`config.mk`:
```
export PLATFORM = sky130hd
export DESIGN_NAME = flash_status_protect_regs
export DESIGN_NICKNAME = d
export VERILOG_FILES = /design/src/common/flash_status_pkg.sv /design/src/verilog/status_write_gate.sv /design/src/verilog/pin_function_map.sv /design/src/verilog/flash_status_protect_regs.sv
export SDC_FILE = /design/constraint.sdc
export NUM_CORES = 1
export LEC_CHECK = 0
export BUFFER_PORTS_ARGS = -buffer_cell sky130_fd_sc_hd__buf_2
export CAP_MARGIN = 0
export CORE_ASPECT_RATIO = 0.5
export CORE_UTILIZATION = 39
export DETAILED_ROUTE_END_ITERATION = 6
export GPL_TIMING_DRIVEN = 0
export HOLD_SLACK_MARGIN = 0.03
export PLACE_DENSITY = 0.65
export SYNTH_ARGS = -nofsm -noshare
export SYNTH_HDL_FRONTEND = slang
export SYNTH_HIERARCHICAL = 1
export SYNTH_SLANG_ARGS = --single-unit
export TNS_END_PERCENT = 50
```
`constraint.sdc`:
```
create_clock -name clk_in -period 8.25 [get_ports clk_in]
set_input_delay 0.4125 -clock clk_in [delete_from_list [all_inputs] [get_ports clk_in]]
set_output_delay 0.4125 -clock clk_in [all_outputs]
set_load 0.01 [all_outputs]
```
`src/common/flash_status_pkg.sv`:
```
// constants for the flash status and protection register block
// assumes a single clock domain; status bytes are eight bits wide
package flash_status_pkg;
  // status byte one field positions
  localparam int BUSY_POS      = 0;
  localparam int WPL_POS       = 1;
  localparam int RANGE_LO_POS  = 2;
  localparam int RANGE_HI_POS  = 4;
  localparam int ANCHOR_POS    = 5;
  localparam int UNIT_POS      = 6;
  localparam int GUARD_LO_POS  = 7;
  // status byte two field positions
  localparam int GUARD_HI_POS  = 0;
  localparam int FOUR_LINE_POS = 1;
  localparam int PROG_PAUSE_POS = 2;
  localparam int OTP_LO_POS    = 3;
  localparam int OTP_HI_POS    = 5;
  localparam int INVERT_POS    = 6;
  localparam int ERASE_PAUSE_POS = 7;
  // status byte three field positions
  localparam int LOCK_SCHEME_POS = 2;
  localparam int FAST_CLK_POS  = 4;
  localparam int STRENGTH_LO_POS = 5;
  localparam int STRENGTH_HI_POS = 6;
  localparam int PIN_FUNC_POS  = 7;
  // reset values of the stored bytes
  localparam logic [7:0] BYTE_ONE_RESET   = 8'h00;
  localparam logic [7:0] BYTE_TWO_RESET   = 8'h00;
  localparam logic [7:0] BYTE_THREE_RESET = 8'h10;
  // writable masks; read-only and reserved bits excluded, except reserved byte three bit 0
  localparam logic [7:0] BYTE_ONE_WMASK   = 8'hfc;
  localparam logic [7:0] BYTE_TWO_WMASK   = 8'h43;
  localparam logic [7:0] BYTE_THREE_WMASK = 8'hf5;
  localparam logic [7:0] OTP_MASK         = 8'h38;
  // instruction codes
  localparam logic [7:0] OP_WRITE_ENABLE  = 8'h06;
  localparam logic [7:0] OP_WRITE_DISABLE = 8'h04;
  localparam logic [7:0] OP_SUSPEND       = 8'h75;
  localparam logic [7:0] OP_RESUME        = 8'h7a;
  // guard modes (hi, lo)
  typedef enum logic [1:0] {
    GUARD_SOFTWARE = 2'b00,
    GUARD_PIN      = 2'b01,
    GUARD_LOCKDOWN = 2'b10,
    GUARD_FOREVER  = 2'b11
  } guard_mode_t;
  // drive strength percentages
  localparam logic [6:0] STRENGTH_00 = 7'd50;
  localparam logic [6:0] STRENGTH_01 = 7'd25;
  localparam logic [6:0] STRENGTH_10 = 7'd75;
  localparam logic [6:0] STRENGTH_11 = 7'd100;
endpackage : flash_status_pkg

```
`src/verilog/status_write_gate.sv`:
```
// decides whether a status write may proceed under the guard mode
// assumes guard bits and pin level are sampled on the same clock
`timescale 1ns/1ps
module status_write_gate (
  // guard state
  input  wire logic [1:0] guard_in,
  input  wire logic       wpl_in,
  input  wire logic       protect_pin_n_in,
  input  wire logic       four_line_in,
  // decision
  output logic            allow_out
);
  // the protect pin only counts while it is a control pin
  wire pin_low = ~protect_pin_n_in & ~four_line_in;

  always_comb begin
    case (flash_status_pkg::guard_mode_t'(guard_in))
      flash_status_pkg::GUARD_SOFTWARE: allow_out = wpl_in;
      flash_status_pkg::GUARD_PIN:      allow_out = wpl_in & ~pin_low;
      flash_status_pkg::GUARD_LOCKDOWN: allow_out = 1'b0;
      flash_status_pkg::GUARD_FOREVER:  allow_out = 1'b0;
      default:                          allow_out = 1'b0;
    endcase
  end
endmodule : status_write_gate

```
`src/verilog/pin_function_map.sv`:
```
// maps configuration bits onto pin roles and drive strength
// assumes all inputs come from registers of the status block
`timescale 1ns/1ps
module pin_function_map (
  // configuration
  input  wire logic       four_line_in,
  input  wire logic       pin_func_in,
  input  wire logic [1:0] strength_in,
  // pin roles
  output logic            data_line_two_en_out,
  output logic            data_line_three_en_out,
  output logic            hold_en_out,
  output logic            pin_reset_en_out,
  output logic [6:0]      strength_pct_out
);
  // hold or reset only while pins are not data lines
  assign data_line_two_en_out   = four_line_in;
  assign data_line_three_en_out = four_line_in;
  assign hold_en_out      = ~four_line_in & ~pin_func_in;
  assign pin_reset_en_out = ~four_line_in & pin_func_in;

  // strength code to percent
  always_comb begin
    case (strength_in)
      2'b00:   strength_pct_out = flash_status_pkg::STRENGTH_00;
      2'b01:   strength_pct_out = flash_status_pkg::STRENGTH_01;
      2'b10:   strength_pct_out = flash_status_pkg::STRENGTH_10;
      2'b11:   strength_pct_out = flash_status_pkg::STRENGTH_11;
      default: strength_pct_out = flash_status_pkg::STRENGTH_00;
    endcase
  end
endmodule : pin_function_map

```
`src/verilog/flash_status_protect_regs.sv`:
```
// status and protection register bank of a serial flash device
// assumes the command decoder hands over one strobe per instruction,
// and that the array engine reports when program/erase work ends.
`timescale 1ns/1ps
module flash_status_protect_regs #(
  parameter int BLOCK_LOCKS = 286,
  parameter int WRITE_CYCLES = 4
) (
  // clock, reset, enable
  input  wire logic       clk_in,
  input  wire logic       rst_in,
  input  wire logic       ce_in,
  // software reset strobe
  input  wire logic       soft_reset_in,
  // instruction strobes from the command decoder
  input  wire logic       op_valid_in,
  input  wire logic [7:0] op_code_in,
  // status write request with its three bytes
  input  wire logic       status_write_in,
  input  wire logic [1:0] status_write_count_in,
  input  wire logic [7:0] write_byte_one_in,
  input  wire logic [7:0] write_byte_two_in,
  input  wire logic [7:0] write_byte_three_in,
  // array engine handshake
  input  wire logic       array_start_in,
  input  wire logic       array_done_in,
  // individual lock updates
  input  wire logic       lock_set_in,
  input  wire logic       lock_clear_in,
  input  wire logic       lock_all_in,
  input  wire logic [8:0] lock_index_in,
  // pins
  input  wire logic       protect_pin_n_in,
  // status bytes
  output logic [7:0]      status_byte_one_out,
  output logic [7:0]      status_byte_two_out,
  output logic [7:0]      status_byte_three_out,
  // protection and pin roles
  output logic            write_permit_latch_out,
  output logic            busy_out,
  output logic            use_block_locks_out,
  output logic            fast_clock_standby_out,
  output logic [2:0]      otp_locked_out,
  output logic            lock_bit_out,
  output logic            data_line_two_en_out,
  output logic            data_line_three_en_out,
  output logic            hold_en_out,
  output logic            pin_reset_en_out,
  output logic [6:0]      strength_pct_out
);
  // elaboration checks
  // the nine-bit index compare cannot represent a count of 512
  if (BLOCK_LOCKS < 1 || BLOCK_LOCKS > 511) begin : g_bad_locks
    $error("BLOCK_LOCKS must be 1 to 511");
  end
  if (WRITE_CYCLES < 1 || WRITE_CYCLES > 255) begin : g_bad_wc
    $error("WRITE_CYCLES must be 1 to 255");
  end

  typedef enum logic [1:0] {
    ST_IDLE  = 2'b00,
    ST_ARRAY = 2'b01,
    ST_SWRITE = 2'b10
  } busy_state_t;

  // stored state
  logic [7:0]  status_byte_one_reg, status_byte_one_next;
  logic [7:0]  status_byte_two_reg, status_byte_two_next;
  logic [7:0]  status_byte_three_reg, status_byte_three_next;
  logic        write_permit_latch_reg, write_permit_latch_next;
  busy_state_t state_reg, state_next;
  logic [7:0]  wait_reg, wait_next;
  logic [BLOCK_LOCKS-1:0] lock_reg;
  logic        allow;

  // decoded instruction strobes
  wire is_wren = op_valid_in &&
                 op_code_in == flash_status_pkg::OP_WRITE_ENABLE;
  wire is_wrdi = op_valid_in &&
                 op_code_in == flash_status_pkg::OP_WRITE_DISABLE;
  wire is_susp = op_valid_in && op_code_in == flash_status_pkg::OP_SUSPEND;
  wire is_resm = op_valid_in && op_code_in == flash_status_pkg::OP_RESUME;
  wire idle    = state_reg == ST_IDLE;
  // busy device ignores status writes and write enable; other strobes still act
  wire do_swrite = status_write_in && idle;
  wire accept    = do_swrite && allow;
  wire [1:0] guard = {status_byte_two_reg[flash_status_pkg::GUARD_HI_POS],
                      status_byte_one_reg[flash_status_pkg::GUARD_LO_POS]};
  wire four_line = status_byte_two_reg[flash_status_pkg::FOUR_LINE_POS];
  wire [7:0] wait_load = 8'(WRITE_CYCLES);

  status_write_gate u_gate (
    .guard_in         (guard),
    .wpl_in           (write_permit_latch_reg),
    .protect_pin_n_in (protect_pin_n_in),
    .four_line_in     (four_line),
    .allow_out        (allow)
  );

  // merge only the writable bits; otp locks may only rise
  function automatic logic [7:0] merge(input logic [7:0] cur,
                                       input logic [7:0] val,
                                       input logic [7:0] mask);
    merge = (cur & ~mask) | (val & mask);
  endfunction : merge

  // status byte next values
  always_comb begin
    status_byte_one_next   = status_byte_one_reg;
    status_byte_two_next   = status_byte_two_reg;
    status_byte_three_next = status_byte_three_reg;
    if (accept) begin
      status_byte_one_next = merge(status_byte_one_reg, write_byte_one_in,
                                   flash_status_pkg::BYTE_ONE_WMASK);
      if (status_write_count_in >= 2'd2) begin
        status_byte_two_next = merge(status_byte_two_reg,
          write_byte_two_in, flash_status_pkg::BYTE_TWO_WMASK);
        status_byte_two_next = status_byte_two_next |
          (write_byte_two_in & flash_status_pkg::OTP_MASK);
      end
      if (status_write_count_in == 2'd3) begin
        status_byte_three_next = merge(status_byte_three_reg,
          write_byte_three_in, flash_status_pkg::BYTE_THREE_WMASK);
      end
    end
    // paused flags; set beats clear in the same cycle
    if (is_resm) begin
      status_byte_two_next[flash_status_pkg::ERASE_PAUSE_POS] = 1'b0;
      status_byte_two_next[flash_status_pkg::PROG_PAUSE_POS]  = 1'b0;
    end
    if (is_susp) begin
      status_byte_two_next[flash_status_pkg::ERASE_PAUSE_POS] = 1'b1;
      status_byte_two_next[flash_status_pkg::PROG_PAUSE_POS]  = 1'b1;
    end
    status_byte_one_next[flash_status_pkg::BUSY_POS] = 1'b0;
    status_byte_one_next[flash_status_pkg::WPL_POS]  = 1'b0;
  end

  // write permit latch: write disable, an idle status write request and array completion clear; enable sets and wins
  always_comb begin
    write_permit_latch_next = write_permit_latch_reg;
    if (is_wrdi || do_swrite) begin
      write_permit_latch_next = 1'b0;
    end
    if (state_reg == ST_ARRAY && array_done_in) begin
      write_permit_latch_next = 1'b0;
    end
    if (is_wren && idle) begin
      write_permit_latch_next = 1'b1;
    end
  end

  // busy sequencing
  always_comb begin
    state_next = state_reg;
    wait_next  = wait_reg;
    case (state_reg)
      ST_IDLE: begin
        if (accept) begin
          state_next = ST_SWRITE;
          wait_next  = wait_load;
        end else if (array_start_in && write_permit_latch_reg) begin
          state_next = ST_ARRAY;
        end
      end
      ST_ARRAY: begin
        if (array_done_in) begin
          state_next = ST_IDLE;
        end
      end
      ST_SWRITE: begin
        if (wait_reg <= 8'd1) begin
          state_next = ST_IDLE;
          wait_next  = 8'h00;
        end else begin
          wait_next = wait_reg - 8'd1;
        end
      end
      default: state_next = ST_IDLE;
    endcase
  end

  // registers; software reset keeps nonvolatile bits but drops lockdown
  always_ff @(posedge clk_in or posedge rst_in) begin
    if (rst_in) begin
      status_byte_one_reg    <= flash_status_pkg::BYTE_ONE_RESET;
      status_byte_two_reg    <= flash_status_pkg::BYTE_TWO_RESET;
      status_byte_three_reg  <= flash_status_pkg::BYTE_THREE_RESET;
      write_permit_latch_reg <= 1'b0;
      state_reg              <= ST_IDLE;
      wait_reg               <= 8'h00;
    end else if (ce_in) begin
      if (soft_reset_in) begin
        write_permit_latch_reg <= 1'b0;
        state_reg              <= ST_IDLE;
        wait_reg               <= 8'h00;
        status_byte_one_reg    <= status_byte_one_reg;
        status_byte_two_reg    <= status_byte_two_reg;
        status_byte_three_reg  <= status_byte_three_reg;
        if (guard == 2'b10) begin
          status_byte_one_reg[flash_status_pkg::GUARD_LO_POS] <= 1'b0;
          status_byte_two_reg[flash_status_pkg::GUARD_HI_POS] <= 1'b0;
        end
      end else begin
        status_byte_one_reg    <= status_byte_one_next;
        status_byte_two_reg    <= status_byte_two_next;
        status_byte_three_reg  <= status_byte_three_next;
        write_permit_latch_reg <= write_permit_latch_next;
        state_reg              <= state_next;
        wait_reg               <= wait_next;
      end
    end
  end

  // individual block locks, all locked at reset
  always_ff @(posedge clk_in or posedge rst_in) begin
    if (rst_in) begin
      lock_reg <= '1;
    end else if (ce_in) begin
      if (soft_reset_in || lock_all_in) begin
        lock_reg <= '1;
      end else if (lock_set_in && lock_index_in < 9'(BLOCK_LOCKS)) begin
        lock_reg[lock_index_in] <= 1'b1;
      end else if (lock_clear_in && lock_index_in < 9'(BLOCK_LOCKS)) begin
        lock_reg[lock_index_in] <= 1'b0;
      end
    end
  end

  pin_function_map u_pins (
    .four_line_in           (four_line),
    .pin_func_in            (
      status_byte_three_reg[flash_status_pkg::PIN_FUNC_POS]),
    .strength_in            (status_byte_three_reg[
                              flash_status_pkg::STRENGTH_HI_POS:
                              flash_status_pkg::STRENGTH_LO_POS]),
    .data_line_two_en_out   (data_line_two_en_out),
    .data_line_three_en_out (data_line_three_en_out),
    .hold_en_out            (hold_en_out),
    .pin_reset_en_out       (pin_reset_en_out),
    .strength_pct_out       (strength_pct_out)
  );

  // read views with live busy and latch bits
  assign busy_out               = state_reg != ST_IDLE;
  assign write_permit_latch_out = write_permit_latch_reg;
  assign status_byte_one_out    = {status_byte_one_reg[7:2],
                                   write_permit_latch_reg, busy_out};
  assign status_byte_two_out    = status_byte_two_reg;
  assign status_byte_three_out  = status_byte_three_reg;
  assign use_block_locks_out =
    status_byte_three_reg[flash_status_pkg::LOCK_SCHEME_POS];
  assign fast_clock_standby_out =
    status_byte_three_reg[flash_status_pkg::FAST_CLK_POS];
  assign otp_locked_out = status_byte_two_reg[flash_status_pkg::OTP_HI_POS:
                                              flash_status_pkg::OTP_LO_POS];
  // out-of-range index reads as locked
  assign lock_bit_out = (lock_index_in < 9'(BLOCK_LOCKS)) ?
                        lock_reg[lock_index_in] : 1'b1;
endmodule : flash_status_protect_regs

```
# Word level (Yosys, flattened, before mapping)
# Cells that the tools add are included.
[word_totals]
regBits = 319
latch_bits = 0
input_bits = 55
out_inout_bits = 43
mem_bits_ro = 0
ram_bits = 0
mem_count = 0
word_cells = 119
[classes]
n_lt_le_gt_ge = 5
div_mod_pow = 0
eq_ne = 18
addsub = 1
multipliers = 0
n_mux = 34
n_reduce_logical = 36
n_bitwise = 15
shifts = 0
[op_table]
columns = ["op", "n"]
rows = [
  ["$mux W286", 3],
  ["$and A286 B286 Y286", 1],
  ["$not A286 Y286", 1],
  ["$or A286 B286 Y286", 1],
  ["$mux W8", 7],
  ["$pmux W7 S4", 1],
  ["$reduce_and A4 Y1", 5],
  ["$eq A8 B3 Y1 const B", 2],
  ["$eq A8 B7 Y1 const B", 2],
  ["$pmux W8 S2", 1],
  ["$mux W1", 13],
  ["$eq A2 B2 Y1 const B", 6],
  ["$logic_and A1 B1 Y1", 12],
  ["$reduce_bool A3 Y1", 4],
  ["$lt A9 B10 Y1 const B", 1],
  ["$mux W2", 5],
  ["$bmux W1 S9", 1],
  ["$demux W1 S9", 1],
  ["$ge A9 B1 Y1 const B", 1],
  ["$lt A9 B9 Y1 const B", 1],
  ["$reduce_and A3 Y1", 3],
  ["$le A8 B1 Y1 const B", 1],
  ["$or A4 B8 Y8", 1],
  ["$or A8 B6 Y8", 1],
  ["18 further kinds", 34],
]

# Logic depth before layout (Yosys ltp)
# Gate-level depths: netlist of the first run.
[depth]
depth_word = 9
depth_mapped = 11
depth_no_buf = 9

# By module
# Netlist of the first run, hierarchy kept.
[by_module_without_submodules]
columns = ["mod", "cells_each", "n_inst", "area_per_inst_um2"]
rows = [
  ["flash_status_protect_regs", 1732, 1, 17080.1],
  ["pin_function_map", 15, 1, 112.6],
  ["status_write_gate", 3, 1, 26.3],
]

# Worst setup path after synthesis of the first run
# Ideal clock, no wire load.
[synth_timing]
path_type = "input to output"
from = "input lock_index_in[0]"
to = "output lock_bit_out"
required_ns = 7.837
cell_stages = 7
n_path_buf = 2
setup_slack_ns = 5.646
arrival_ns = 2.192
path_cell_list = "buf_4 > buf_1 > mux4_2 > mux4_2 > a32oi_1 > o21a_1 > o211ai_1"
[synth_via]
elab_chain_len = 3
word_cells_on_any_way = 4
[synth_lines]
columns = ["item", "line", "rtl"]
rows = [
  ["start, declared", "flash_status_protect_regs.sv:31", "input wire logic [8:0] lock_index_in,"],
  ["$bmux W1 S9", "flash_status_protect_regs.sv:259", "lock_reg[lock_index_in] : 1'b1;"],
  ["$mux W1 (implied by the code)", "flash_status_protect_regs.sv:259", ""],
  ["$mux W1 (*)", "flash_status_protect_regs.sv:258", "assign lock_bit_out = (lock_index_in < 9'(BLOCK_LOCKS)) ?"],
  ["end, declared", "flash_status_protect_regs.sv:44", "output logic lock_bit_out,"],
]
# Every way passes the cells marked *; elsewhere a longest branch is shown, timed or not. The select of a mux whose other input is x is not followed.

# Worst setup path after layout of the first run
[layout_timing]
from = "input lock_index_in[2]"
to = "output lock_bit_out"
# The elaborated chain is that of the path after synthesis.

==> qor.txt, run 1 <==
RSZ-0062 raised after global routing: false
Required @ worst endpoint: 7.84 ns
Crit start category: input pin
Most common flop cell mapped by yosys: dfstp_2
Hold_sp: write_byte_two_in[4]
Commonest non-fill, non-tap cell in the layout: a21oi_1
CP bufs+invs: 5
CTS tree: built
Cell family with most CP delay: buffers and inverters
Seq/Total Area, Yosys: 0.482
Via count: 15900
CTS root buf: clkbuf_16
Post-CTS Setup Repair Bufs: 0
Syn-to-layout area delta: 13.9%
Setup TNS: 0 ns
Worst hold slack: 0.0503 ns
Critical path class: input pin to output port
All-Layer GR Usage: 0.282
Max-cap violations: 0
GR peak layer: met2
Diode count: 0
CTS Buf Count: 31
Placed insts: 2425
Design area: 0.0196 mm²
Worst min path class: input pin to flop
Clk sink count: 317
Die W: 299 µm
Cell Rows: 53
First-pass GRT wire length: 95600 µm
GR Overflow Total: 0
CP Launch Point: lock_index_in[2]
EDFF count, synth: 0
Largest net degree at the start of global routing: 43
Peak Freq: 257 MHz
Leak: 0.00718 µW
Period utilisation layout: 0.472
Met3 Usage GRT: 0.0665
Crit-path max FO: 10
Pins Over Slew Limit: 0
WL/cell: 25.7 µm
Final net count: 1945
Worst slew margin: 0.215
Placed wire-length estimate: 42300 µm
Initial antenna violation count: 2
WP data arrival: 3.48 ns
Number of setup violations in the final report: 0
Area of the mapped netlist: 0.0172 mm²
Area of the multi-input gates: 0.00794 mm²
# H-tree levels: 1
Post-synth ARST share: 1.00
Core Footprint: 0.0428 mm²
Met2 Usage GRT: 0.425
CP max stage delay: 0.63 ns
Failing checks: design-rule violations
Placed cell area: 0.0186 mm²
Final Hold Fails: 0
Die Span Y: 151 µm
Avg Cell Area, Syn: 9.84 µm²
Vias per cell: 6.42
Met1 Use GR: 0.391
Post-Layout Cell Count: 2483
Register area: 0.00829 mm²
Initial drt markers: 2221
Clk pin slew, worst setup/hold paths: 0.06 ns
Placer Congestion: 1.02
Initial core utilization: 0.403
Resized Gates After CTS: 0
CP Cell Sequence: buf_2, buf_2, clkbuf_1, clkbuf_1, o32ai_1, nor3_1, a221oi_1, o211ai_1, buf_2
Final ANT Viol Nets: 0
Synthesized flop and latch total: 317
Slowest cell on the critical path: clkbuf_1
Worst clock skew: 0.00684 ns
Setup crit end kind: output port
Final min period: 3.89 ns
Die ar.: 0.0450 mm²
Number of port buffers: 88
Mapped Cells: 1750
Post-synth cell types: 69
Crit-path most repeated cell: buf_2
Max reg flops: 286
Vias in the first global route: 14800
Worst-Skew Late Latency: 0.58 ns
CTS max path bufs: 3
Status: complete, but fails checks
# DRC: 2
IO Count: 98
Power Density: 174 mW/mm²
Most frequent cells in the layout: a21oi_1 (581), o21ai_0 (295), dfstp_2 (287)
Routed wire length: 63900 µm
Pre-Repair DR Iteration Count: 7
Maximum vdd drop: 0.000153 V
Worst-Margin Slew: 1.17 ns
# fillers: 4036
Synth warn: 6
R2R Path Start: wait_reg[0]
Layout cells sized above 1: 0.328
## cells in the mapped netlist (4+ instances only)
master | count | area (µm²)
inv_1 | 14 | 52.6
a31oi_1 | 5 | 31.3
nand2_1 | 43 | 161
nor2_8 | 10 | 200
or2_2 | 4 | 25.0
a21oi_1 | 581 | 2910
a22oi_1 | 18 | 135
mux2_4 | 6 | 90.1
nor4_1 | 5 | 31.3
nand3_1 | 19 | 95.1
clkbuf_1 | 98 | 368
o21ai_0 | 295 | 1480
buf_6 | 10 | 113
mux2_2 | 8 | 90.1
buf_1 | 5 | 18.8
mux4_2 | 67 | 1510
nand2b_1 | 7 | 43.8
dfstp_2 | 287 | 7540
nor2_1 | 43 | 161
nor3_1 | 13 | 65.1
nor2_2 | 7 | 43.8
nor2b_1 | 16 | 100
ha_1 | 6 | 75.1
dfrtp_1 | 30 | 751
buf_2 | 47 | 235
xnor2_1 | 4 | 35.0
buf_4 | 25 | 188
mux2i_1 | 17 | 170
## cells by family (layout without fill, tap and decap cells)
group           Yosys count  after routing  synth area share
other cells               1              2          0.000218
xor+xnor                  5              5           0.00254
fa+ha+maj                 6              6           0.00436
compound gates          929            929             0.278
flops                   317            317             0.482
mux                      98             98             0.108
buf+inv                 200            355            0.0578
simple gates            194            194            0.0671
## power by group
group	internal, µW	total, µW	leakage, µW	switching (µW)
Sequential	1570	1590	0.00342	16.0
Combinational	105	349	0.00327	244
Clock	822	1470	0.000498	646
Total	2500	3410	0.00718	906
## through the flow
| step | total power (µW) | worst slack [ns] | util |
|---|---|---|---|
| final | 3410 | 4.36 | 0.458 |
| after floorplan | 1820 | 3.85 | - |
| after global routing | 3490 | 4.45 | 0.458 |
| after detailed placement | 1950 | 4.60 | 0.434 |
| after CTS | 3400 | 4.55 | 0.458 |
| after global placement | 1930 | 1.78 | 0.430 |
## layout make-up
class / count / share of cell area
Buffer: 186 / 0.0481
Clock buffer: 48 / 0.0469
Clock inverter: 7 / 0.00434
Inverter: 14 / 0.00287
Multi-Input combinational cell: 1234 / 0.405
Sequential cell: 317 / 0.423
Tap cell: 577 / 0.0368
Timing Repair Buffer: 100 / 0.0333
## repair_timing
action                                 4_1_cts  5_1_grt
setup endpoints to repair                    0        0
hold buffers                                 2        0
endpoints found under the hold margin        2        0
## routing by layer
layer  part of all wire  vias to the layer above  wire length [µm]
li1                   -                     6720                 -
met1               0.41                     7856             26100
met2               0.42                     1133             27100
met3               0.12                      224              7560
met4              0.048                        2              3060
met5            0.00020                        -                13
## path summary, 6_finish.rpt
kind	to	cells after the start	slack, ns
max in group asynchronous	lock_reg[52]	5	7.11
min in group asynchronous	lock_reg[117]	2	0.24
worst min-delay path	status_byte_two_out[4]	2	0.05
worst min register to register	status_byte_two_out[6]	1	0.51
worst max-delay path	lock_bit_out	9	4.36
worst max register to register	status_byte_one_reg[7]	10	5.93
Note: power is estimated with default switching activity, not from simulation.
==> run 2, diff against run 1 <==
PLACE_DENSITY = 0.63   (was 0.65)
clock period = 3.8 ns   (was 8.25 ns; I/O delays follow)
==> qor.txt, run 2 (synthesis gave the netlist of run 1 again) <==
Clk sink count: 317 (unchanged)
GR peak layer: met2 (unchanged)
Via count: 15900 (about the same)
WL/cell: 26.0 µm (was 25.7 µm)
Crit-path max FO: 10 (unchanged)
Final Hold Fails: 0 (unchanged)
Placed cell area: 0.0186 mm² (about the same)
Die W: 299 µm (unchanged)
Worst slew margin: 0.177 (was 0.215)
Worst clock skew: 0.00865 ns (was 0.00684 ns)
Worst-Skew Late Latency: 0.53 ns (was 0.58 ns)
RSZ-0062 raised after global routing: false (unchanged)
Max reg flops: 286 (unchanged)
Area of the multi-input gates: 0.00794 mm² (about the same)
Max-cap violations: 0 (unchanged)
CP Cell Sequence: buf_2, buf_2, clkbuf_1, clkbuf_1, nand2_1, o32ai_1, nor3_1, a221oi_1, o211ai_1, buf_2 (was buf_2, buf_2, clkbuf_1, clkbuf_1, o32ai_1, nor3_1, a221oi_1, o211ai_1, buf_2)
Peak Freq: 279 MHz
Placed wire-length estimate: 42600 µm (was 42300 µm)
Met1 Use GR: 0.400 (was 0.391)
Status: completed (was complete, but fails checks)
Power Density: 396 mW/mm² (was 174 mW/mm²)
Worst hold slack: 0.0447 ns (was 0.0503 ns)
Maximum vdd drop: 0.000254 V (was 0.000153 V)
Diode count: 0 (unchanged)
Critical path class: input pin to output port (unchanged)
Final min period: 3.59 ns
Period utilisation layout: 0.944
IO Count: 98 (unchanged)
GR Overflow Total: 0 (unchanged)
Initial core utilization: 0.403 (unchanged)
Worst min path class: input pin to flop (unchanged)
Die ar.: 0.0450 mm² (unchanged)
Number of setup violations in the final report: 0 (unchanged)
Die Span Y: 151 µm (unchanged)
Required @ worst endpoint: 3.61 ns (was 7.84 ns)
Leak: 0.00736 µW (was 0.00718 µW)
Layout cells sized above 1: 0.329 (was 0.328)
Register area: 0.00829 mm² (unchanged)
First-pass GRT wire length: 97400 µm (was 95600 µm)
All-Layer GR Usage: 0.289 (was 0.282)
Design area: 0.0200 mm² (was 0.0196 mm²)
Initial antenna violation count: 0 (was 2)
Core Footprint: 0.0428 mm² (unchanged)
Post-CTS Setup Repair Bufs: 0 (unchanged)
Met3 Usage GRT: 0.0649 (was 0.0665)
Setup crit end kind: output port (unchanged)
Worst-Margin Slew: 1.23 ns (was 1.17 ns)
CTS tree: built (unchanged)
Final ANT Viol Nets: 0 (unchanged)
Largest net degree at the start of global routing: 43 (unchanged)
# DRC: 0 (was 2)
CP max stage delay: 0.72 ns (was 0.63 ns)
# fillers: 4051 (was 4036)
Syn-to-layout area delta: 16.3% (was 13.9%)
WP data arrival: 3.40 ns (was 3.48 ns)
Number of port buffers: 88 (unchanged)
CTS root buf: clkbuf_16 (unchanged)
Initial drt markers: 2250 (was 2221)
Final net count: 1968 (was 1945)
Met2 Usage GRT: 0.442 (was 0.425)
Vias in the first global route: 15100 (was 14800)
Cell Rows: 53 (unchanged)
Most frequent cells in the layout: a21oi_1 (581), o21ai_0 (295), dfstp_2 (287) (unchanged)
Placer Congestion: 0.997 (was 1.02)
CTS max path bufs: 3 (unchanged)
Slowest cell on the critical path: clkbuf_1 (unchanged)
Clk pin slew, worst setup/hold paths: 0.06 ns (about the same)
Crit start category: input pin (unchanged)
Pins Over Slew Limit: 0 (unchanged)
Pre-Repair DR Iteration Count: 6 (was 7)
Crit-path most repeated cell: buf_2 (unchanged)
# H-tree levels: 2 (was 1)
Commonest non-fill, non-tap cell in the layout: a21oi_1 (unchanged)
Vias per cell: 6.34 (was 6.42)
CTS Buf Count: 34 (was 31)
Routed wire length: 65300 µm (was 63900 µm)
run 2: where the power goes:
group	leakage, µW	switching (µW)	total, µW	internal (µW)
Sequential	0.00342	36.7	3450	3420
Clock	0.000602	1500	3710	2210
Combinational	0.00334	533	772	239
run 2: path summary, 6_finish.rpt:
path                                         from                       end  slack (ns)  cells after the start
setup reg to reg           status_byte_two_out[1]  status_byte_three_out[5]        1.39                      6
hold / removal                      soft_reset_in              state_reg[1]        0.04                      4
hold reg to reg            status_byte_two_out[4]    status_byte_two_out[4]        0.48                      1
setup / recovery                 lock_index_in[2]              lock_bit_out        0.21                     10
max in group asynchronous                  rst_in             lock_reg[277]        2.49                      6
min in group asynchronous                  rst_in             lock_reg[118]        0.47                      3
run 2: per-stage QoR:
stage / power [µW] / setup TNS [ns] / utilization / setup WS (ns) / std cells
floorplan: 3960 / -11.42 / - / -0.381 / 1751
global placement: 4210 / -318.97 / 0.430 / -2.47 / 2416
detailed placement: 4240 / 0 / 0.434 / 0.475 / 2425
CTS: 7930 / 0 / 0.468 / 0.470 / 2510
global route: 8130 / 0 / 0.468 / 0.259 / 2510
finish: 7930 / 0 / 0.468 / 0.212 / 2510
run 2: what timing repair did:
| action | 4_1_cts | 5_1_grt |
|---|---|---|
| resized for setup | 0 | 0 |
| hold buffers | 23 | 0 |
| hold endpoints to repair | 35 | 0 |
run 2: cell type report:
class / instances / share of cell area
repair buffers: 120 / 0.0425
flip-flops and latches: 317 / 0.414
well taps: 577 / 0.0360
clock inverters: 13 / 0.00850
multi-input cells: 1234 / 0.397
plain buffers: 186 / 0.0470
inverters: 14 / 0.00281
clock buffers: 49 / 0.0525
run 2: critical path: cells and delay by family:
| family | cells | cell delay (ns) |
|---|---|---|
| simple gates | 2 | 0.29 |
| compound gates | 3 | 0.81 |
| buf+inv | 5 | 2.09 |
run 2: routing by layer:
layer  wire (µm)  vias up
met4        2720        0
met5           0        -
met1       27000     7947
met2       28400     1035
li1            -     6760
met3        7130      176
